[src/logic/flash_flags_params.svh]
// Offsets, field positions and reset values of the flag and config bank.
// Assumes the serial-bus engine presents decoded byte accesses.
`ifndef FLASH_FLAGS_PARAMS_SVH
`define FLASH_FLAGS_PARAMS_SVH

// ============================================================
// Register offsets
`define OFS_EVENT_FLAGS      8'h00
`define OFS_PIN_INPUT_CFG    8'h01
`define OFS_FAULT_RESP_CFG   8'h02

// ============================================================
// Event flag bit positions
`define FLG_TIMEOUT          0
`define FLG_THERMAL          1
`define FLG_LED_FAULT        2
`define FLG_SYNC_ONE         3
`define FLG_SYNC_TWO         4
`define FLG_THERMISTOR       5
`define FLG_FLASH_SUPPLY     6
`define FLG_SUPPLY           7

// ============================================================
// Pin and input config bit positions
`define C1_STROBE_EN         2
`define C1_STROBE_POL        3
`define C1_THERM_MODE        4
`define C1_SYNC_ONE_POL      5
`define C1_SYNC_TWO_POL      6
`define C1_HW_LAMP           7
`define C1_WRITE_MASK        8'hfc

// ============================================================
// Fault response config bit positions
`define C2_SYNC_TWO_OFF      0
`define C2_THERM_OFF         1
`define C2_ADV_TIMING        2
`define C2_SUPPLY_OFF        3
`define C2_WRITE_MASK        8'h0f

// ============================================================
// Reset values
`define RST_EVENT_FLAGS      8'h00
`define RST_PIN_INPUT_CFG    8'h68
`define RST_FAULT_RESP_CFG   8'h00

`endif

[src/logic/flash_flags_pkg.sv]
// Types shared by the flag and config bank.
// Assumes the params header is included by each user.
package flash_flags_pkg;

    typedef logic [7:0] byte_t;

    typedef struct packed {
        byte_t flags;
        byte_t cfg1;
        byte_t cfg2;
        byte_t rdata;
        logic  sync_one_act;
        logic  sync_two_act;
        logic  strobe_on;
        logic  torch_req;
        logic  off_req;
    } bank_state_t;

    typedef struct packed {
        logic [1:0] prev;
        logic [1:0] change;
    } watch_state_t;

endpackage

[src/logic/sync_change_watch.sv]
// Flags any change of level on a group of synchronous input pins.
// Assumes the pins are already synchronous to clk.
`timescale 1ns/1ps

module sync_change_watch
    import flash_flags_pkg::*;
#(
    parameter int WIDTH = 2
) (
    input  wire logic             clk,
    input  wire logic             rst,
    input  wire logic [WIDTH-1:0] level_in,
    output logic      [WIDTH-1:0] change
);

    watch_state_t     st_reg;
    watch_state_t     st_next;
    logic [WIDTH-1:0] diff;

    // ============================================================
    // Per-pin change detect
    genvar i;
    generate
        for (i = 0; i < WIDTH; i++) begin : g_pin
            assign diff[i] = level_in[i] ^ st_reg.prev[i];
        end
    endgenerate

    always_comb begin
        st_next        = st_reg;
        st_next.prev   = level_in;
        st_next.change = diff;
    end

    // Reset takes the stored level low, so a pin high at release reports once
    always_ff @(posedge clk) begin
        if (rst) begin
            st_reg <= '0;
        end else begin
            st_reg <= st_next;
        end
    end

    assign change = st_reg.change;

endmodule // sync_change_watch

[src/logic/flash_flags_bank.sv]
// Event flag, pin/input config and fault response registers.
// Assumes a serial-bus engine gives one-cycle read and write strobes
// with a byte offset, and analog monitors give synchronous levels.
`timescale 1ns/1ps
`include "flash_flags_params.svh"

// Notes on behaviour
// - Reading the flag register returns the flags, then clears all but those whose event is present in the read cycle.
// - Bit 0 sets on flash timeout; bit 1 on thermal shutdown.
// - Bit 2 sets on an open or shorted LED.
// - Bits 3 and 4 set when a sync input changes; bit 3 in sync role only.
// - Bit 5 sets when thermistor mode is on and the pin is below trip.
// - Bit 7 on supply monitor trip; bit 6 on flash supply trip.
// - Config one bit 7 picks hardware lamp role; a flash clears it.
// - Config one bits 6 and 5 set sync input polarities, high default.
// - Config one bit 2 enables strobe; bit 3 its active level.
// - Config one bit 4 makes the indicator pin a thermistor input.
// - Config two bit 0: second sync event gives torch or shutdown.
// - Config two bit 1: thermistor trip gives torch or shutdown.
// - Config two bit 3: supply trip gives torch or off; bit 2 timing.
module flash_flags_bank
    import flash_flags_pkg::*;
(
    input  wire logic       clk,
    input  wire logic       rst,
    input  wire logic [7:0] reg_addr,
    input  wire logic       reg_wr,
    input  wire logic       reg_rd,
    input  wire logic [7:0] reg_wdata,
    output logic      [7:0] reg_rdata,
    input  wire logic       flash_timeout,
    input  wire logic       thermal_trip,
    input  wire logic       led_fault,
    input  wire logic       thermistor_sense,
    input  wire logic       supply_mon_en,
    input  wire logic       supply_low,
    input  wire logic       flash_mon_en,
    input  wire logic       flash_turn_on,
    input  wire logic       flash_supply_low,
    input  wire logic       flash_done,
    input  wire logic       rf_sync_input_one,
    input  wire logic       rf_sync_input_two,
    input  wire logic       strobe_pin,
    output logic            sync_or_hw_lamp_pin,
    output logic            thermistor_mode,
    output logic            sync_one_active,
    output logic            sync_two_active,
    output logic            strobe_fire,
    output logic            advanced_timing_mode,
    output logic            lamp_to_torch,
    output logic            lamp_shutdown
);

    bank_state_t st_reg;
    bank_state_t st_next;
    logic [1:0]  sync_change;
    byte_t       events;
    logic        rd_flags;
    logic        therm_trip;
    logic        sup_trip;

    sync_change_watch #(
        .WIDTH    (2)
    ) u_watch (
        .clk      (clk),
        .rst      (rst),
        .level_in ({rf_sync_input_two, rf_sync_input_one}),
        .change   (sync_change)
    );

    // ============================================================
    // Event sources
    always_comb begin
        therm_trip = st_reg.cfg1[`C1_THERM_MODE] & thermistor_sense;
        sup_trip   = supply_mon_en & supply_low;
        events                    = '0;
        events[`FLG_TIMEOUT]      = flash_timeout;
        events[`FLG_THERMAL]      = thermal_trip;
        events[`FLG_LED_FAULT]    = led_fault;
        events[`FLG_SYNC_ONE]     = sync_change[0]
                                  & ~st_reg.cfg1[`C1_HW_LAMP];
        events[`FLG_SYNC_TWO]     = sync_change[1];
        events[`FLG_THERMISTOR]   = therm_trip;
        events[`FLG_FLASH_SUPPLY] = flash_mon_en & flash_turn_on
                                  & flash_supply_low;
        events[`FLG_SUPPLY]       = sup_trip;
    end

    // ============================================================
    // Register file and response logic
    always_comb begin
        st_next  = st_reg;
        rd_flags = reg_rd && (reg_addr == `OFS_EVENT_FLAGS);
        // Clear first, then OR events so a coinciding event is kept
        if (rd_flags) begin
            st_next.flags = '0;
        end
        st_next.flags = st_next.flags | events;
        if (reg_rd) begin
            case (reg_addr)
                `OFS_EVENT_FLAGS:    st_next.rdata = st_reg.flags;
                `OFS_PIN_INPUT_CFG:  st_next.rdata = st_reg.cfg1;
                `OFS_FAULT_RESP_CFG: st_next.rdata = st_reg.cfg2;
                default:             st_next.rdata = 8'h00;
            endcase
        end
        if (reg_wr) begin
            case (reg_addr)
                `OFS_PIN_INPUT_CFG: begin
                    st_next.cfg1 = reg_wdata & `C1_WRITE_MASK;
                end
                `OFS_FAULT_RESP_CFG: begin
                    st_next.cfg2 = reg_wdata & `C2_WRITE_MASK;
                end
                default: begin
                    st_next.cfg2 = st_next.cfg2;
                end
            endcase
        end
        // A flash ending beats a same-cycle write, so the pin falls back
        if (flash_done) begin
            st_next.cfg1[`C1_HW_LAMP] = 1'b0;
        end
        st_next.sync_one_act = (rf_sync_input_one
                             == st_reg.cfg1[`C1_SYNC_ONE_POL])
                             & ~st_reg.cfg1[`C1_HW_LAMP];
        st_next.sync_two_act = (rf_sync_input_two
                             == st_reg.cfg1[`C1_SYNC_TWO_POL]);
        st_next.strobe_on    = st_reg.cfg1[`C1_STROBE_EN]
                             & (strobe_pin
                             == st_reg.cfg1[`C1_STROBE_POL]);
        st_next.off_req   = (st_reg.sync_two_act
                              & st_reg.cfg2[`C2_SYNC_TWO_OFF])
                          | (therm_trip
                              & st_reg.cfg2[`C2_THERM_OFF])
                          | (sup_trip
                              & st_reg.cfg2[`C2_SUPPLY_OFF]);
        st_next.torch_req = (st_reg.sync_two_act
                              & ~st_reg.cfg2[`C2_SYNC_TWO_OFF])
                          | (therm_trip
                              & ~st_reg.cfg2[`C2_THERM_OFF])
                          | (sup_trip
                              & ~st_reg.cfg2[`C2_SUPPLY_OFF]);
    end

    always_ff @(posedge clk) begin
        if (rst) begin
            st_reg       <= '0;
            st_reg.flags <= `RST_EVENT_FLAGS;
            st_reg.cfg1  <= `RST_PIN_INPUT_CFG;
            st_reg.cfg2  <= `RST_FAULT_RESP_CFG;
        end else begin
            st_reg <= st_next;
        end
    end

    // ============================================================
    // Outputs
    assign reg_rdata            = st_reg.rdata;
    assign sync_or_hw_lamp_pin  = st_reg.cfg1[`C1_HW_LAMP];
    assign thermistor_mode      = st_reg.cfg1[`C1_THERM_MODE];
    assign sync_one_active      = st_reg.sync_one_act;
    assign sync_two_active      = st_reg.sync_two_act;
    assign strobe_fire          = st_reg.strobe_on;
    assign advanced_timing_mode = st_reg.cfg2[`C2_ADV_TIMING];
    assign lamp_to_torch        = st_reg.torch_req;
    assign lamp_shutdown        = st_reg.off_req;
endmodule // flash_flags_bank

[config.mk]
export PLATFORM = sky130hd
export DESIGN_NAME = flash_flags_bank
export DESIGN_NICKNAME = d
export VERILOG_FILES = /design/src/logic/flash_flags_pkg.sv /design/src/logic/sync_change_watch.sv /design/src/logic/flash_flags_bank.sv
export VERILOG_INCLUDE_DIRS = /design/src /design/src/logic
export SDC_FILE = /design/constraint.sdc
export NUM_CORES = 1
export LEC_CHECK = 0
export BUFFER_PORTS_ARGS = -buffer_cell sky130_fd_sc_hd__clkbuf_2
export CORE_UTILIZATION = 45
export CTS_BUF_LIST = sky130_fd_sc_hd__clkbuf_4
export DETAILED_ROUTE_END_ITERATION = 10
export PLACE_DENSITY_LB_ADDON = 0.15
export SKIP_LAST_GASP = 1
export SYNTH_ARGS = -nofsm -noshare
export SYNTH_HDL_FRONTEND = slang
export SYNTH_SLANG_ARGS = --single-unit
[constraint.sdc]
create_clock -name clk -period 2 [get_ports clk]
set_clock_uncertainty 0.2 [all_clocks]
set_input_delay 0.4 -clock clk [delete_from_list [all_inputs] [get_ports clk]]
set_output_delay 0.4 -clock clk [all_outputs]
set_load 0.02 [all_outputs]
# Word-level counts from Yosys, hierarchy flattened
# Index checks and enable logic that the tools add are counted.
classes:
  reduce_logical: 5
  mul: 0
  div: 0
  n_addsub: 0
  n_lt_le_gt_ge: 0
  eq_ne: 5
  n_shift: 0
  n_bitwise: 24
  mux: 2
ops:
  columns: ["cell", "n"]
  rows:
  - ["8-bit case mux with 3 select lines", 1]
  - ["1-bit AND", 13]
  - ["8-bit by 1-bit equality test with 1-bit output, second input constant", 1]
  - ["8-bit by 2-bit equality test with 1-bit output, second input constant", 1]
  - ["8-bit logical NOT", 1]
  - ["8-bit 2-to-1 mux", 1]
  - ["8-bit OR", 1]
  - ["1-bit NOT", 4]
  - ["1-bit OR", 4]
  - ["2-bit AND reduction", 2]
  - ["1-bit equality test", 3]
  - ["2-bit OR reduction", 1]
  - ["1-bit XOR", 2]
  - ["1-bit logical AND", 1]
totals:
  ramBits: 0
  latchBits: 0
  output_inout_bits: 16
  register_bits: 35
  mem_count: 0
  inputBits: 33
  mem_bits_ro: 0

# Longest topological paths before layout
# Gate-level depths: netlist (run 1).
depth:
  word_depth: 4
  mapped_depth: 5
  ltp_nobuf: 3

# Modules after synthesis
# From an unflattened synthesis (run 1), not the netlist that was laid out.
hier_totals:
  hier_cells: 173
  hier_area_um2: 1621.6
modules_own_cells:
  columns: ["module", "cells_each", "instances", "seq_area_each_um2", "area_each_um2"]
  rows:
  - ["flash_flags_bank", 161, 1, 620.6, 1488.9]
  - ["sync_change_watch", 12, 1, 80.1, 132.6]

# Least setup slack after synthesis (run 1)
# No wires, ideal clock.
synth_path:
  path_kind: "input to register"
  from: "in reg_addr[5]"
  to: "reg st_reg[23] (netlist name)"
  path_slack_ps: 423
  n_path_buf: 2
  arrival_ps: 1306
  path_stages: 5
  cell_sequence: "nor4_4 buf_6 and4_1 buf_6 mux2i_1"
synth_via:
  elab_chain_cells: 2
synth_lines:
  columns: ["item", "line", "rtl"]
  rows:
  - ["from (decl)", "flash_flags_bank.sv:26", "input wire logic [7:0] reg_addr,"]
  - ["8-bit by 1-bit equality test with 1-bit output", "flash_flags_bank.sv:108", "case (reg_addr)"]
  - ["2-bit AND reduction (no source line)", null, null]
  - ["to (signal assigned)", "flash_flags_bank.sv:153", "st_reg <= st_next;"]
  - ["to (decl)", "flash_flags_bank.sv:54", "bank_state_t st_reg;"]
# No other way between the ends.
# A chain may end at the register's enable or synchronous reset.

# Worst setup path in the final report (run 1)
layout_path:
  from: "reg st_reg, in the netlist thermistor_mode"
  to: "out thermistor_mode"
layout_lines:
  columns: ["item", "line", "rtl"]
  rows:
  - ["to (decl)", "flash_flags_bank.sv:45", "output logic thermistor_mode,"]
# No word-level cell between the ends.

==> results by group, run 1 <==
Logic synthesis
  • Netlist cell types: 31
  • Yosys top cell area share: 43.65%
  • Yosys warns: 0
  • Number of enable flip-flop cells after synthesis: 0
  • #FFs+latches synth: 35
  • Post-synth ARST share: 0%
  • Synth top area cells: dfxtp_1 (44%), nand2b_1 (10%), mux2i_1 (6.2%)
  • Post-synthesis average cell area: 9.388 sq um
  • Register area share after synthesis: 43.65%
  • Syn Inst Count: 171
  • Largest area contributor in the netlist: dfxtp_1
  • Primary FF master, synth: dfxtp_1
  • Cell Area, Synth: 1605 sq um
  • Syn Nets: 204

Global route
  • Initial antenna violation count: 0
  • Largest net degree at the start of global routing: 34
  • Grt ovf: 0
  • First-pass GRT wire length: 5457 um
  • Vias in the first global route: 1,248
  • Aggregate global-route resource usage: 20.60%

Clocking
  • Postcts setup bufs: 0
  • Clock Path Buffers: 2
  • Clk sinks: 35
  • # hold bufs at CTS: 0
  • Clock Latency Late Sink: 0.35 ns
  • Root buf cell: clkbuf_4
  • H-tree depth: 2
  • Post-cts repair resize count: 0
  • TritonCTS Buffers: 5
  • Clk pin slew, worst setup/hold paths: 0.10 ns
  • CTS tree: done

STA
  • Final Cycle Share: 79.41%
  • Worst slew pin tran: 0.3788 ns
  • Unrepaired setup endpoints after global routing: no
  • Max Transition Viols Final: 0
  • Slew headroom: 74.74%
  • Final setup violation count: 0
  • Sum Neg Setup Slack: 0 ns
  • Fin crit period: 1.588 ns
  • Max Fclk: 629.6 MHz
  • Final Hold Viols: 0

Critical path
  • Register-to-Register Path Depth: 3
  • Type of the worst setup path: flop to output pin
  • FF-to-FF End: reg_rdata[2]
  • Worst-path maximum fanout: 5
  • CP max stage delay: 0.44 ns
  • Worst path slowest cell: dfxtp_1
  • Reg-to-reg slack, setup: 0.70 ns
  • Worst R2R Start: st_reg[23]
  • Critical path arrival: 0.99 ns
  • Setup crit start: thermistor_mode
  • CP Capture Type: output pin
  • CP delay by family, top: flip-flops
  • Buf+Inv Stages, Crit Path: 1
  • Critical path required time: 1.40 ns
  • CP Cell Sequence: clkbuf_2
  • Crit start category: flop

Floorplan
  • Initial Util: 47.36%
  • Die H: 61.73 um
  • Core Region: 3390 sq um
  • Ports: 49
  • Chip Width: 61.73 um
  • # rows: 21
  • Total die area: 3810 sq um

Route
  • DR DRC count: 0
  • Number of DRC markers in iteration 0: 81
  • Via Count: 1,326
  • WL/cell: 13.54 um
  • DR vias/cell: 5.140
  • Drt pass-1 iters: 4
  • ANT nets after route: 0
  • Final wirelength: 3493 um

Min path
  • Hold Path Sink: sync_or_hw_lamp_pin
  • Worst hold path class: input port to flop
  • Hold Path Stages: 3
  • Worst hold path startpoint: reg_wdata[7]

Final layout
  • Layout area overhead: 16.99%
  • Layout cells sized above 1: 32.08%
  • # nets final: 244
  • Diode count: 0
  • Final instance area: 1878 sq um
  • Largest register FFs: 15

Place
  • IO Port Bufs: 48
  • Dpl cell area: 1826 sq um
  • GP Congestion: 0.8533
  • DP HPWL: 2578 um

Run
  • Max cap viols: 0

Power
  • PwrDens: 667.0 nW/um^2
  • Worst VDD drop: 0.0003456 V
  • Pleak: 0.7696 nW

Status
  • Outcome: finished, final reports clean
[worst max path at each step]
stage	end	slack (ns)	cells past startpoint
after floorplan	st_reg[23]	0.42	5
after global placement	st_reg[27]	0.15	4
after detailed placement	st_reg[23]	0.04	4
after CTS	thermistor_mode	0.40	1
after global routing	thermistor_mode	0.36	1
final	thermistor_mode	0.41	1
[worst min-delay path, cell delays in order]
cell	delay, ns
clkbuf_2	0.08
nand2_1	0.04
mux2i_1	0.05
[placed cells by master, fill, tap and decap left out]
| cell type | instances |
|---|---|
| o22ai_1 | 6 |
| xor2_1 | 3 |
| and4_1 | 2 |
| a221oi_1 | 2 |
| nor2b_1 | 6 |
| clkbuf_4 | 6 |
| a31oi_1 | 2 |
| nand4b_1 | 1 |
| inv_1 | 5 |
| nand2b_1 | 26 |
| clkinv_1 | 2 |
| clkbuf_2 | 48 |
| a21oi_1 | 8 |
| nand3_1 | 1 |
| nor3_2 | 1 |
| mux2i_1 | 10 |
| dfxtp_1 | 35 |
| nor2_1 | 13 |
| o21ai_0 | 2 |
| nand4_1 | 6 |
| and3_1 | 1 |
| buf_4 | 3 |
| xnor2_1 | 2 |
| nand2_1 | 5 |
| a32oi_1 | 1 |
| nor3_1 | 3 |
| o22a_1 | 1 |
| mux2_2 | 8 |
| nor4_4 | 1 |
| a21boi_0 | 1 |
| buf_12 | 1 |
[layer usage]
metal	wire (um)	share of wire, %	vias up	track usage [%]
li1	-	-	657	-
met1	1497	43	618	23.17
met2	1747	50	43	35.33
met3	177	5.1	8	6.004
met4	71	2.0	0	10.79
met5	0	0	-	0
[logic make-up (layout without fill, tap and decap cells)]
| group | count (synthesis) | count (layout) | synth area share [%] |
|---|---|---|---|
| muxes | 18 | 18 | 11.85 |
| DFF | 35 | 35 | 43.65 |
| xor gates and xnor gates | 5 | 5 | 2.728 |
| buffers and inverters | 24 | 65 | 8.651 |
| AOI/OAI and AO/OA | 23 | 23 | 8.886 |
| and+or+nand+nor | 66 | 66 | 24.24 |
[layout make-up]
type	instances	area, sq um
multi-input cells	112	765.7
flip-flops and latches	35	700.7
clock buffers	6	45.04
inverters	5	18.77
fillers	333	1511
repair buffers	52	282.8
well taps	46	57.56
clock inverters	2	7.507
[cells in the mapped netlist, types with 3 or more instances]
| library cell | number |
|---|---|
| a21oi_1 | 8 |
| nand4_1 | 6 |
| nand2b_1 | 26 |
| dfxtp_1 | 35 |
| nand2_1 | 5 |
| o22ai_1 | 6 |
| nor3_1 | 3 |
| clkbuf_1 | 6 |
| buf_4 | 8 |
| nor2b_1 | 6 |
| inv_1 | 5 |
| xor2_1 | 3 |
| mux2_2 | 8 |
| mux2i_1 | 10 |
| nor2_1 | 13 |
[power by group]
group / internal [W] / switching (W) / total [W] / leakage [nW]
registers: 0.000719 / 0.00000975 / 0.000728 / 0.286
logic: 0.0000712 / 0.0000695 / 0.000141 / 0.453
clock network: 0.000144 / 0.000240 / 0.000384 / 0.0307
total: 0.000934 / 0.000319 / 0.00125 / 0.770
[per-stage QoR]
step	instances	total power (W)	util, %	setup WS (ns)	hold slack [ns]
after CTS	258	0.001264	55.41	0.3993	0.06893
after global placement	250	0.0008794	53.86	0.1544	0.2105
after floorplan	171	0.0008215	-	0.4228	0.2014
after detailed placement	250	0.0008850	53.86	0.04380	0.2191
final	258	0.001253	55.41	0.4118	0.07547
after global routing	258	0.001312	55.41	0.3647	0.07273
No activity file was read; power rests on OpenSTA's default activity.
==> run 2, diff against run 1 <==
clock period = 1.4 ns   (was 2 ns; I/O delays follow)
==> run 2 against run 1 <==
Against the previous run: critical path depth did not move; clock-buffer cell count did not move; wire length rose by 1.7%; sequential share of layout area decreased by 3.7 points; worst setup slack worse by 0.36 ns; critical path type unchanged; critical endpoint unchanged; largest cell class unchanged; largest power group unchanged.
==> results by group, run 2 (synthesized netlist as in run 1, its figures left out) <==
Critical path
  • Critical path arrival: 0.87 ns (-0.12 ns)
  • Crit. path cell count: 1 (unchanged)
  • Reg-to-reg slack, setup: 0.15 ns (-0.55 ns)
  • Register-to-Register Path Depth: 3 (unchanged)
  • Crit start category: flop
  • Critical path required time: 0.92 ns (-0.48 ns)
  • CP Capture Type: output pin
  • CP max stage delay: 0.39 ns (-0.05 ns)
  • Worst-path maximum fanout: 5 (unchanged)
  • Buf+Inv Stages, Crit Path: 1 (unchanged)
  • Type of the worst setup path: flop to output pin
  • CP delay by family, top: flip-flops
  • CP Cell Sequence: buf_4
  • Worst path slowest cell: dfxtp_2

Place
  • IO Port Bufs: 48 (unchanged)
  • DP HPWL: 2564 um (-0.55%)
  • Dpl cell area: 1914 sq um (+4.9%)
  • Dpl cells: 261 (+4.4%)
  • GP Congestion: 0.8587 (+0.63%)

STA
  • Final Hold Viols: 0 (unchanged)
  • Max Transition Viols Final: 0 (unchanged)
  • Fin Hold WS: 0.003084 ns (-0.07239 ns)
  • Max Fclk: 740.1 MHz
  • Unrepaired setup endpoints after global routing: no
  • Final Cycle Share: 96.51%
  • Sum Neg Setup Slack: 0 ns (unchanged)
  • Final setup violation count: 0 (unchanged)
  • Worst slew pin tran: 0.2586 ns (-0.1203 ns)
  • Fin crit period: 1.351 ns
  • Slew headroom: 82.63% (+7.9 points)

Floorplan
  • Ports: 49 (unchanged)
  • Chip Width: 61.73 um (unchanged)
  • Total die area: 3810 sq um (unchanged)
  • Die H: 61.73 um (unchanged)
  • Initial Util: 47.36% (unchanged)
  • # rows: 21 (unchanged)
  • Core Region: 3390 sq um (unchanged)

Global route
  • Initial antenna violation count: 0 (unchanged)
  • Vias in the first global route: 1,208 (-3.2%)
  • Grt ovf: 0 (unchanged)
  • First-pass GRT wire length: 5395 um (-1.1%)
  • Aggregate global-route resource usage: 20.10% (-0.51 points)
  • Largest net degree at the start of global routing: 31 (-8.8%)

Route
  • ANT nets after route: 0 (unchanged)
  • Final wirelength: 3552 um (+1.7%)
  • DR DRC count: 0 (unchanged)
  • Via Count: 1,384 (+4.4%)
  • Drt pass-1 iters: 4 (unchanged)
  • Number of DRC markers in iteration 0: 52 (-36%)
  • DR vias/cell: 4.943 (-3.8%)
  • WL/cell: 12.69 um (-6.3%)

Final layout
  • Final Non-Filler Cells: 280 (+8.5%)
  • Largest register FFs: 15 (unchanged)
  • Most frequent cells in the layout: clkbuf_2 (44), dfxtp_1 (32), nand2b_1 (26), buf_4 (16)
  • Layout area overhead: 30.71%
  • Commonest non-fill, non-tap cell in the layout: clkbuf_2
  • # nets final: 268 (+9.8%)
  • Final instance area: 2098 sq um (+12%)
  • Layout cells sized above 1: 35.47% (+3.4 points)
  • Diode count: 0 (unchanged)

Clocking
  • Clock Path Buffers: 2 (unchanged)
  • TritonCTS Buffers: 5 (unchanged)
  • Postcts setup bufs: 0 (unchanged)
  • Root buf cell: clkbuf_4
  • CTS tree: done
  • Clk sinks: 35 (unchanged)
  • Clk pin slew, worst setup/hold paths: 0.09 ns (about the same)
  • H-tree depth: 2 (unchanged)
  • Clock Latency Late Sink: 0.34 ns (about the same)

Power
  • Seq pwr share: 58.2% (about the same)
  • Clock Power Share: 28.0% (-2.6 points)
  • Switching Power: 0.0004230 W (+33%)
  • P_int: 0.001364 W (+46%)
  • Combinational power share: 13.8% (+2.6 points)
  • Pleak: 0.8825 nW (+15%)
  • Worst VDD drop: 0.0006017 V (+74%)
  • Switching share of power: 23.67% (-1.8 points)
  • PwrDens: 851.8 nW/um^2 (+28%)
  • Power consumption: 0.001787 W (+43%)

Run
  • Max cap viols: 0 (unchanged)

Min path
  • Hold Path Stages: 3 (unchanged)
  • Worst hold path class: input port to flop

Status
  • Outcome: finished, final reports clean
==> run 2: cell types whose count changed in the layout (fill, tap and decap cells not counted), sizes merged <==
cell         previous run  this run
clkbuf                 54        50
dlygate4sd3             0        13
buf                     4        19
clkinv                  2         0
==> run 2: what timing repair did <==
action	4_1_cts	5_1_grt
gates resized for setup	3	6
hold buffers	13	0
endpoints found under the setup margin	3	4
hold endpoints to repair	10	0
gates cloned	0	0
==> run 2: power by group through the flow <==
stage	clock [W]	sequential [W]	combinational, W
after global routing	0.000566	0.00104	0.000272
after CTS	0.000515	0.00104	0.000248
after global placement	0	0.00106	0.000213
after detailed placement	0	0.00106	0.000220
after floorplan	0	0.00107	0.000110
final	0.000500	0.00104	0.000247
==> run 2: metrics by stage <==
stage | setup WS [ns] | util (%)
detailed placement | -0.2023 | 56.48
global route | 0.0009227 | 61.90
finish | 0.04891 | 61.90
CTS | 0.008871 | 61.76
global placement | -0.1665 | 56.48
floorplan | -0.05124 | -
==> run 2: final cells by class <==
cell class                      instances  area [sq um]
Fill cell                             318          1291
Timing Repair Buffer                   76         500.5
Multi-Input combinational cell        112         772.0
Tap cell                               46         57.56
Clock buffer                            6         45.04
Sequential cell                        35         704.4
Inverter                                5         18.77
==> run 2: worst paths after layout <==
path,to,startpoint
worst max-delay path,thermistor_mode,thermistor_mode
worst min-delay path,st_reg[16],reg_wdata[3]
worst max register to register,reg_rdata[3],st_reg[24]
worst min register to register,st_reg[32],u_watch.change[0]
==> run 2: layer usage <==
layer	GRT usage, %	up-vias	wire, um
met5	0	-	0
met4	10.79	0	135
met3	5.590	14	152
met2	32.72	36	1666
met1	24.13	630	1597
li1	-	704	-
==> run 3, diff against run 2 <==
SYNTH_HIERARCHICAL = 1   (was default)
==> run 3 against run 2 <==
Against the previous run: utilization grew 0.96 points; via count grew 2.5%; sequential share of layout area shrank 0.40 points; sequential cell count is the same; clock power grew 9.6%; largest cell class unchanged; sequential power is essentially flat; synthesized cell count grew 1.2%; largest power group unchanged; fmax shrank 1.4%; critical endpoint is now sync_or_hw_lamp_pin; first-iteration DRC count shrank 37%; total power grew 2.8%.
==> results by group, run 3 <==
Route
  • ANT nets after route: 0 (unchanged)
  • Final wirelength: 3678 um (+3.5%)
  • DR vias/cell: 4.996 (+1.1%)
  • Number of DRC markers in iteration 0: 33 (-37%)
  • Drt pass-1 iters: 4 (unchanged)
  • WL/cell: 12.95 um (+2.1%)
  • DR DRC count: 0 (unchanged)
  • Via Count: 1,419 (+2.5%)

Floorplan
  • Core Region: 3390 sq um (unchanged)
  • Ports: 49 (unchanged)
  • Chip Width: 62.03 um (+0.49%)
  • # rows: 21 (unchanged)
  • Die H: 62.03 um (+0.49%)
  • Total die area: 3848 sq um (+0.99%)
  • Initial Util: 47.84% (+0.48 points)

Logic synthesis
  • #FFs+latches synth: 35 (unchanged)
  • Syn Inst Count: 173 (+1.2%)
  • Yosys warns: 6 (+6)
  • Post-synth ARST share: 0% (unchanged)
  • Number of enable flip-flop cells after synthesis: 0 (unchanged)
  • Syn Nets: 206 (+0.98%)
  • Synth top area cells: dfxtp_1 (43%), nand2b_1 (10%), mux2i_1 (6.2%)
  • Netlist cell types: 32 (+3.2%)
  • Yosys top cell area share: 43.21% (-0.44 points)
  • Register area share after synthesis: 43.21% (-0.44 points)
  • Synth top cells by count: dfxtp_1 (35), nand2b_1 (26), nor2_1 (13), buf_4 (10), mux2i_1 (10)
  • Top-count cell post-synth: dfxtp_1
  • Post-synthesis average cell area: 9.373 sq um (-0.15%)
  • Cell Area, Synth: 1622 sq um (+1.0%)
  • Largest area contributor in the netlist: dfxtp_1
  • Primary FF master, synth: dfxtp_1

Min path
  • Hold Path Sink: st_reg[14]
  • Hold Path Stages: 3 (unchanged)
  • Worst hold path startpoint: reg_wdata[1]
  • Worst hold path class: input port to flop

Critical path
  • Worst path slowest cell: dfxtp_4
  • Crit start category: flop
  • CP Cell Sequence: clkbuf_2
  • CP Capture Type: output pin
  • Reg-to-reg slack, setup: 0.12 ns (-0.03 ns)
  • Critical path required time: 0.92 ns (about the same)
  • Type of the worst setup path: flop to output pin
  • Critical path arrival: 0.89 ns (+0.02 ns)
  • Worst R2R Start: st_reg[24]
  • Worst-path maximum fanout: 5 (unchanged)
  • CP max stage delay: 0.39 ns (about the same)
  • CP delay by family, top: flip-flops
  • Register-to-Register Path Depth: 3 (unchanged)
  • Buf+Inv Stages, Crit Path: 1 (unchanged)
  • Setup crit start: sync_or_hw_lamp_pin
  • FF-to-FF End: reg_rdata[3]

STA
  • Fin crit period: 1.370 ns (+0.01868 ns)
  • Final Hold Viols: 0 (unchanged)
  • Slew headroom: 76.23% (-6.4 points)
  • Final Cycle Share: 97.84% (+1.3 points)
  • Max Fclk: 730.0 MHz (-1.4%)
  • Worst slew pin tran: 0.3539 ns (+0.09534 ns)
  • Max Transition Viols Final: 0 (unchanged)
  • Unrepaired setup endpoints after global routing: yes
  • Final setup violation count: 0 (unchanged)
  • Sum Neg Setup Slack: 0 ns (unchanged)

Power
  • Seq pwr share: 56.5% (-1.7 points)
  • Switching Power: 0.0004371 W (+3.3%)
  • PwrDens: 862.6 nW/um^2 (+1.3%)
  • Switching share of power: 23.78% (+0.12 points)
  • Pleak: 0.8997 nW (+1.9%)
  • Combinational power share: 13.7% (about the same)
  • Worst VDD drop: 0.0005688 V (-5.5%)
  • Clock Power Share: 29.8% (+1.8 points)
  • P_int: 0.001401 W (+2.7%)
  • Power consumption: 0.001838 W (+2.8%)

Final layout
  • Final Non-Filler Cells: 284 (+1.4%)
  • Area occupied by multi-input gates: 767.0 sq um (-0.65%)
  • Layout cells sized above 1: 36.13% (+0.66 points)
  • Layout area overhead: 31.40%
  • Diode count: 0 (unchanged)
  • Filler cells: 297 (-6.6%)
  • Commonest non-fill, non-tap cell in the layout: clkbuf_2
  • Most frequent cells in the layout: clkbuf_2 (44), dfxtp_1 (32), nand2b_1 (26), buf_4 (19), dlygate4sd3_1 (14)
  • # nets final: 270 (+0.75%)
  • FF+latch area: 706.9 sq um (+0.36%)
  • Largest register FFs: 15 (unchanged)
  • Final instance area: 2131 sq um (+1.6%)

Clocking
  • Postcts setup bufs: 0 (unchanged)
  • CTS tree: done
  • Clock Path Buffers: 2 (unchanged)
  • H-tree depth: 2 (unchanged)
  • Clock Latency Late Sink: 0.33 ns (about the same)
  • TritonCTS Buffers: 5 (unchanged)
  • Clk sinks: 35 (unchanged)
  • Root buf cell: clkbuf_4
  • Clk pin slew, worst setup/hold paths: 0.10 ns (about the same)

Place
  • DP HPWL: 2665 um (+4.0%)
  • Dpl cell area: 1916 sq um (about the same)
  • GP Congestion: 0.8380 (-2.4%)
  • IO Port Bufs: 48 (unchanged)
  • Dpl cells: 262 (+0.38%)

Global route
  • Initial antenna violation count: 0 (unchanged)
  • Largest net degree at the start of global routing: 51 (+65%)
  • Vias in the first global route: 1,263 (+4.6%)
  • Grt ovf: 0 (unchanged)
  • Aggregate global-route resource usage: 21.05% (+0.95 points)
  • First-pass GRT wire length: 5658 um (+4.9%)

Status
  • Outcome: finished, final reports clean

Run
  • Max cap viols: 0 (unchanged)
## run 3: worst max-delay path by stage
stage	end	slack, ns	depth (start not counted)
after floorplan	st_reg[23]	-0.05	5
after global placement	st_reg[23]	-0.21	5
after detailed placement	st_reg[13]	-0.28	4
after CTS	sync_or_hw_lamp_pin	-0.009	1
after global routing	sync_or_hw_lamp_pin	-0.01	1
final	sync_or_hw_lamp_pin	0.03	1
## run 3: final cells by class
class | instances | share of cell area, %
well taps | 46 | 2.701
multi-input cells | 112 | 36.00
inverters | 5 | 0.8808
repair buffers | 78 | 24.54
clock inverters | 1 | 0.2349
flip-flops and latches | 35 | 33.18
clock buffers | 7 | 2.466
## run 3: cell families (layout without fill, tap and decap cells)
group                  count (synthesis)  after routing  share of synthesized area (%)
XOR/XNOR                               5              5                          2.701
flip-flops                            35             35                          43.21
AO/OA/AOI/OAI                         23             23                          8.797
multiplexers                          18             18                          11.73
buffers and inverters                 26             91                          9.567
AND/OR/NAND/NOR                       66             66                          24.00
## run 3: what timing repair did
| action | CTS | global route |
|---|---|---|
| setup endpoints to repair | 2 | 6 |
| hold endpoints to repair | 11 | 0 |
| hold buffers | 14 | 0 |
| pin swaps | 0 | 0 |
| gates cloned | 0 | 0 |
| resized for setup | 2 | 11 |
## run 3: power groups by stage
stage,Combinational [W],Clock (W),Sequential (W)
detailed placement,0.000219,0,0.00106
global route,0.000275,0.000616,0.00104
floorplan,0.000114,0,0.00107
global placement,0.000214,0,0.00106
CTS,0.000251,0.000575,0.00104
finish,0.000251,0.000548,0.00104
## run 3: stage by stage
stage | hold slack (ns) | util, % | setup slack, ns
2_1_floorplan | 0.1516 | - | -0.05144
3_3_place_gp | 0.2140 | 56.52 | -0.2145
3_5_place_dp | 0.2261 | 56.52 | -0.2842
4_1_cts | 0.00001937 | 62.42 | -0.009083
5_1_grt | 0.01029 | 62.86 | -0.01405
6_report | 0.01827 | 62.86 | 0.03023
## run 3: routing by layer
layer,routed length (um),up-vias,share of wire [%],GRT usage (%)
met1,1543,663,42,23.52
met3,180,9,4.9,6.832
met2,1855,41,50,35.56
met4,98,0,2.7,11.11
met5,0,-,0,0
li1,-,706,-,-
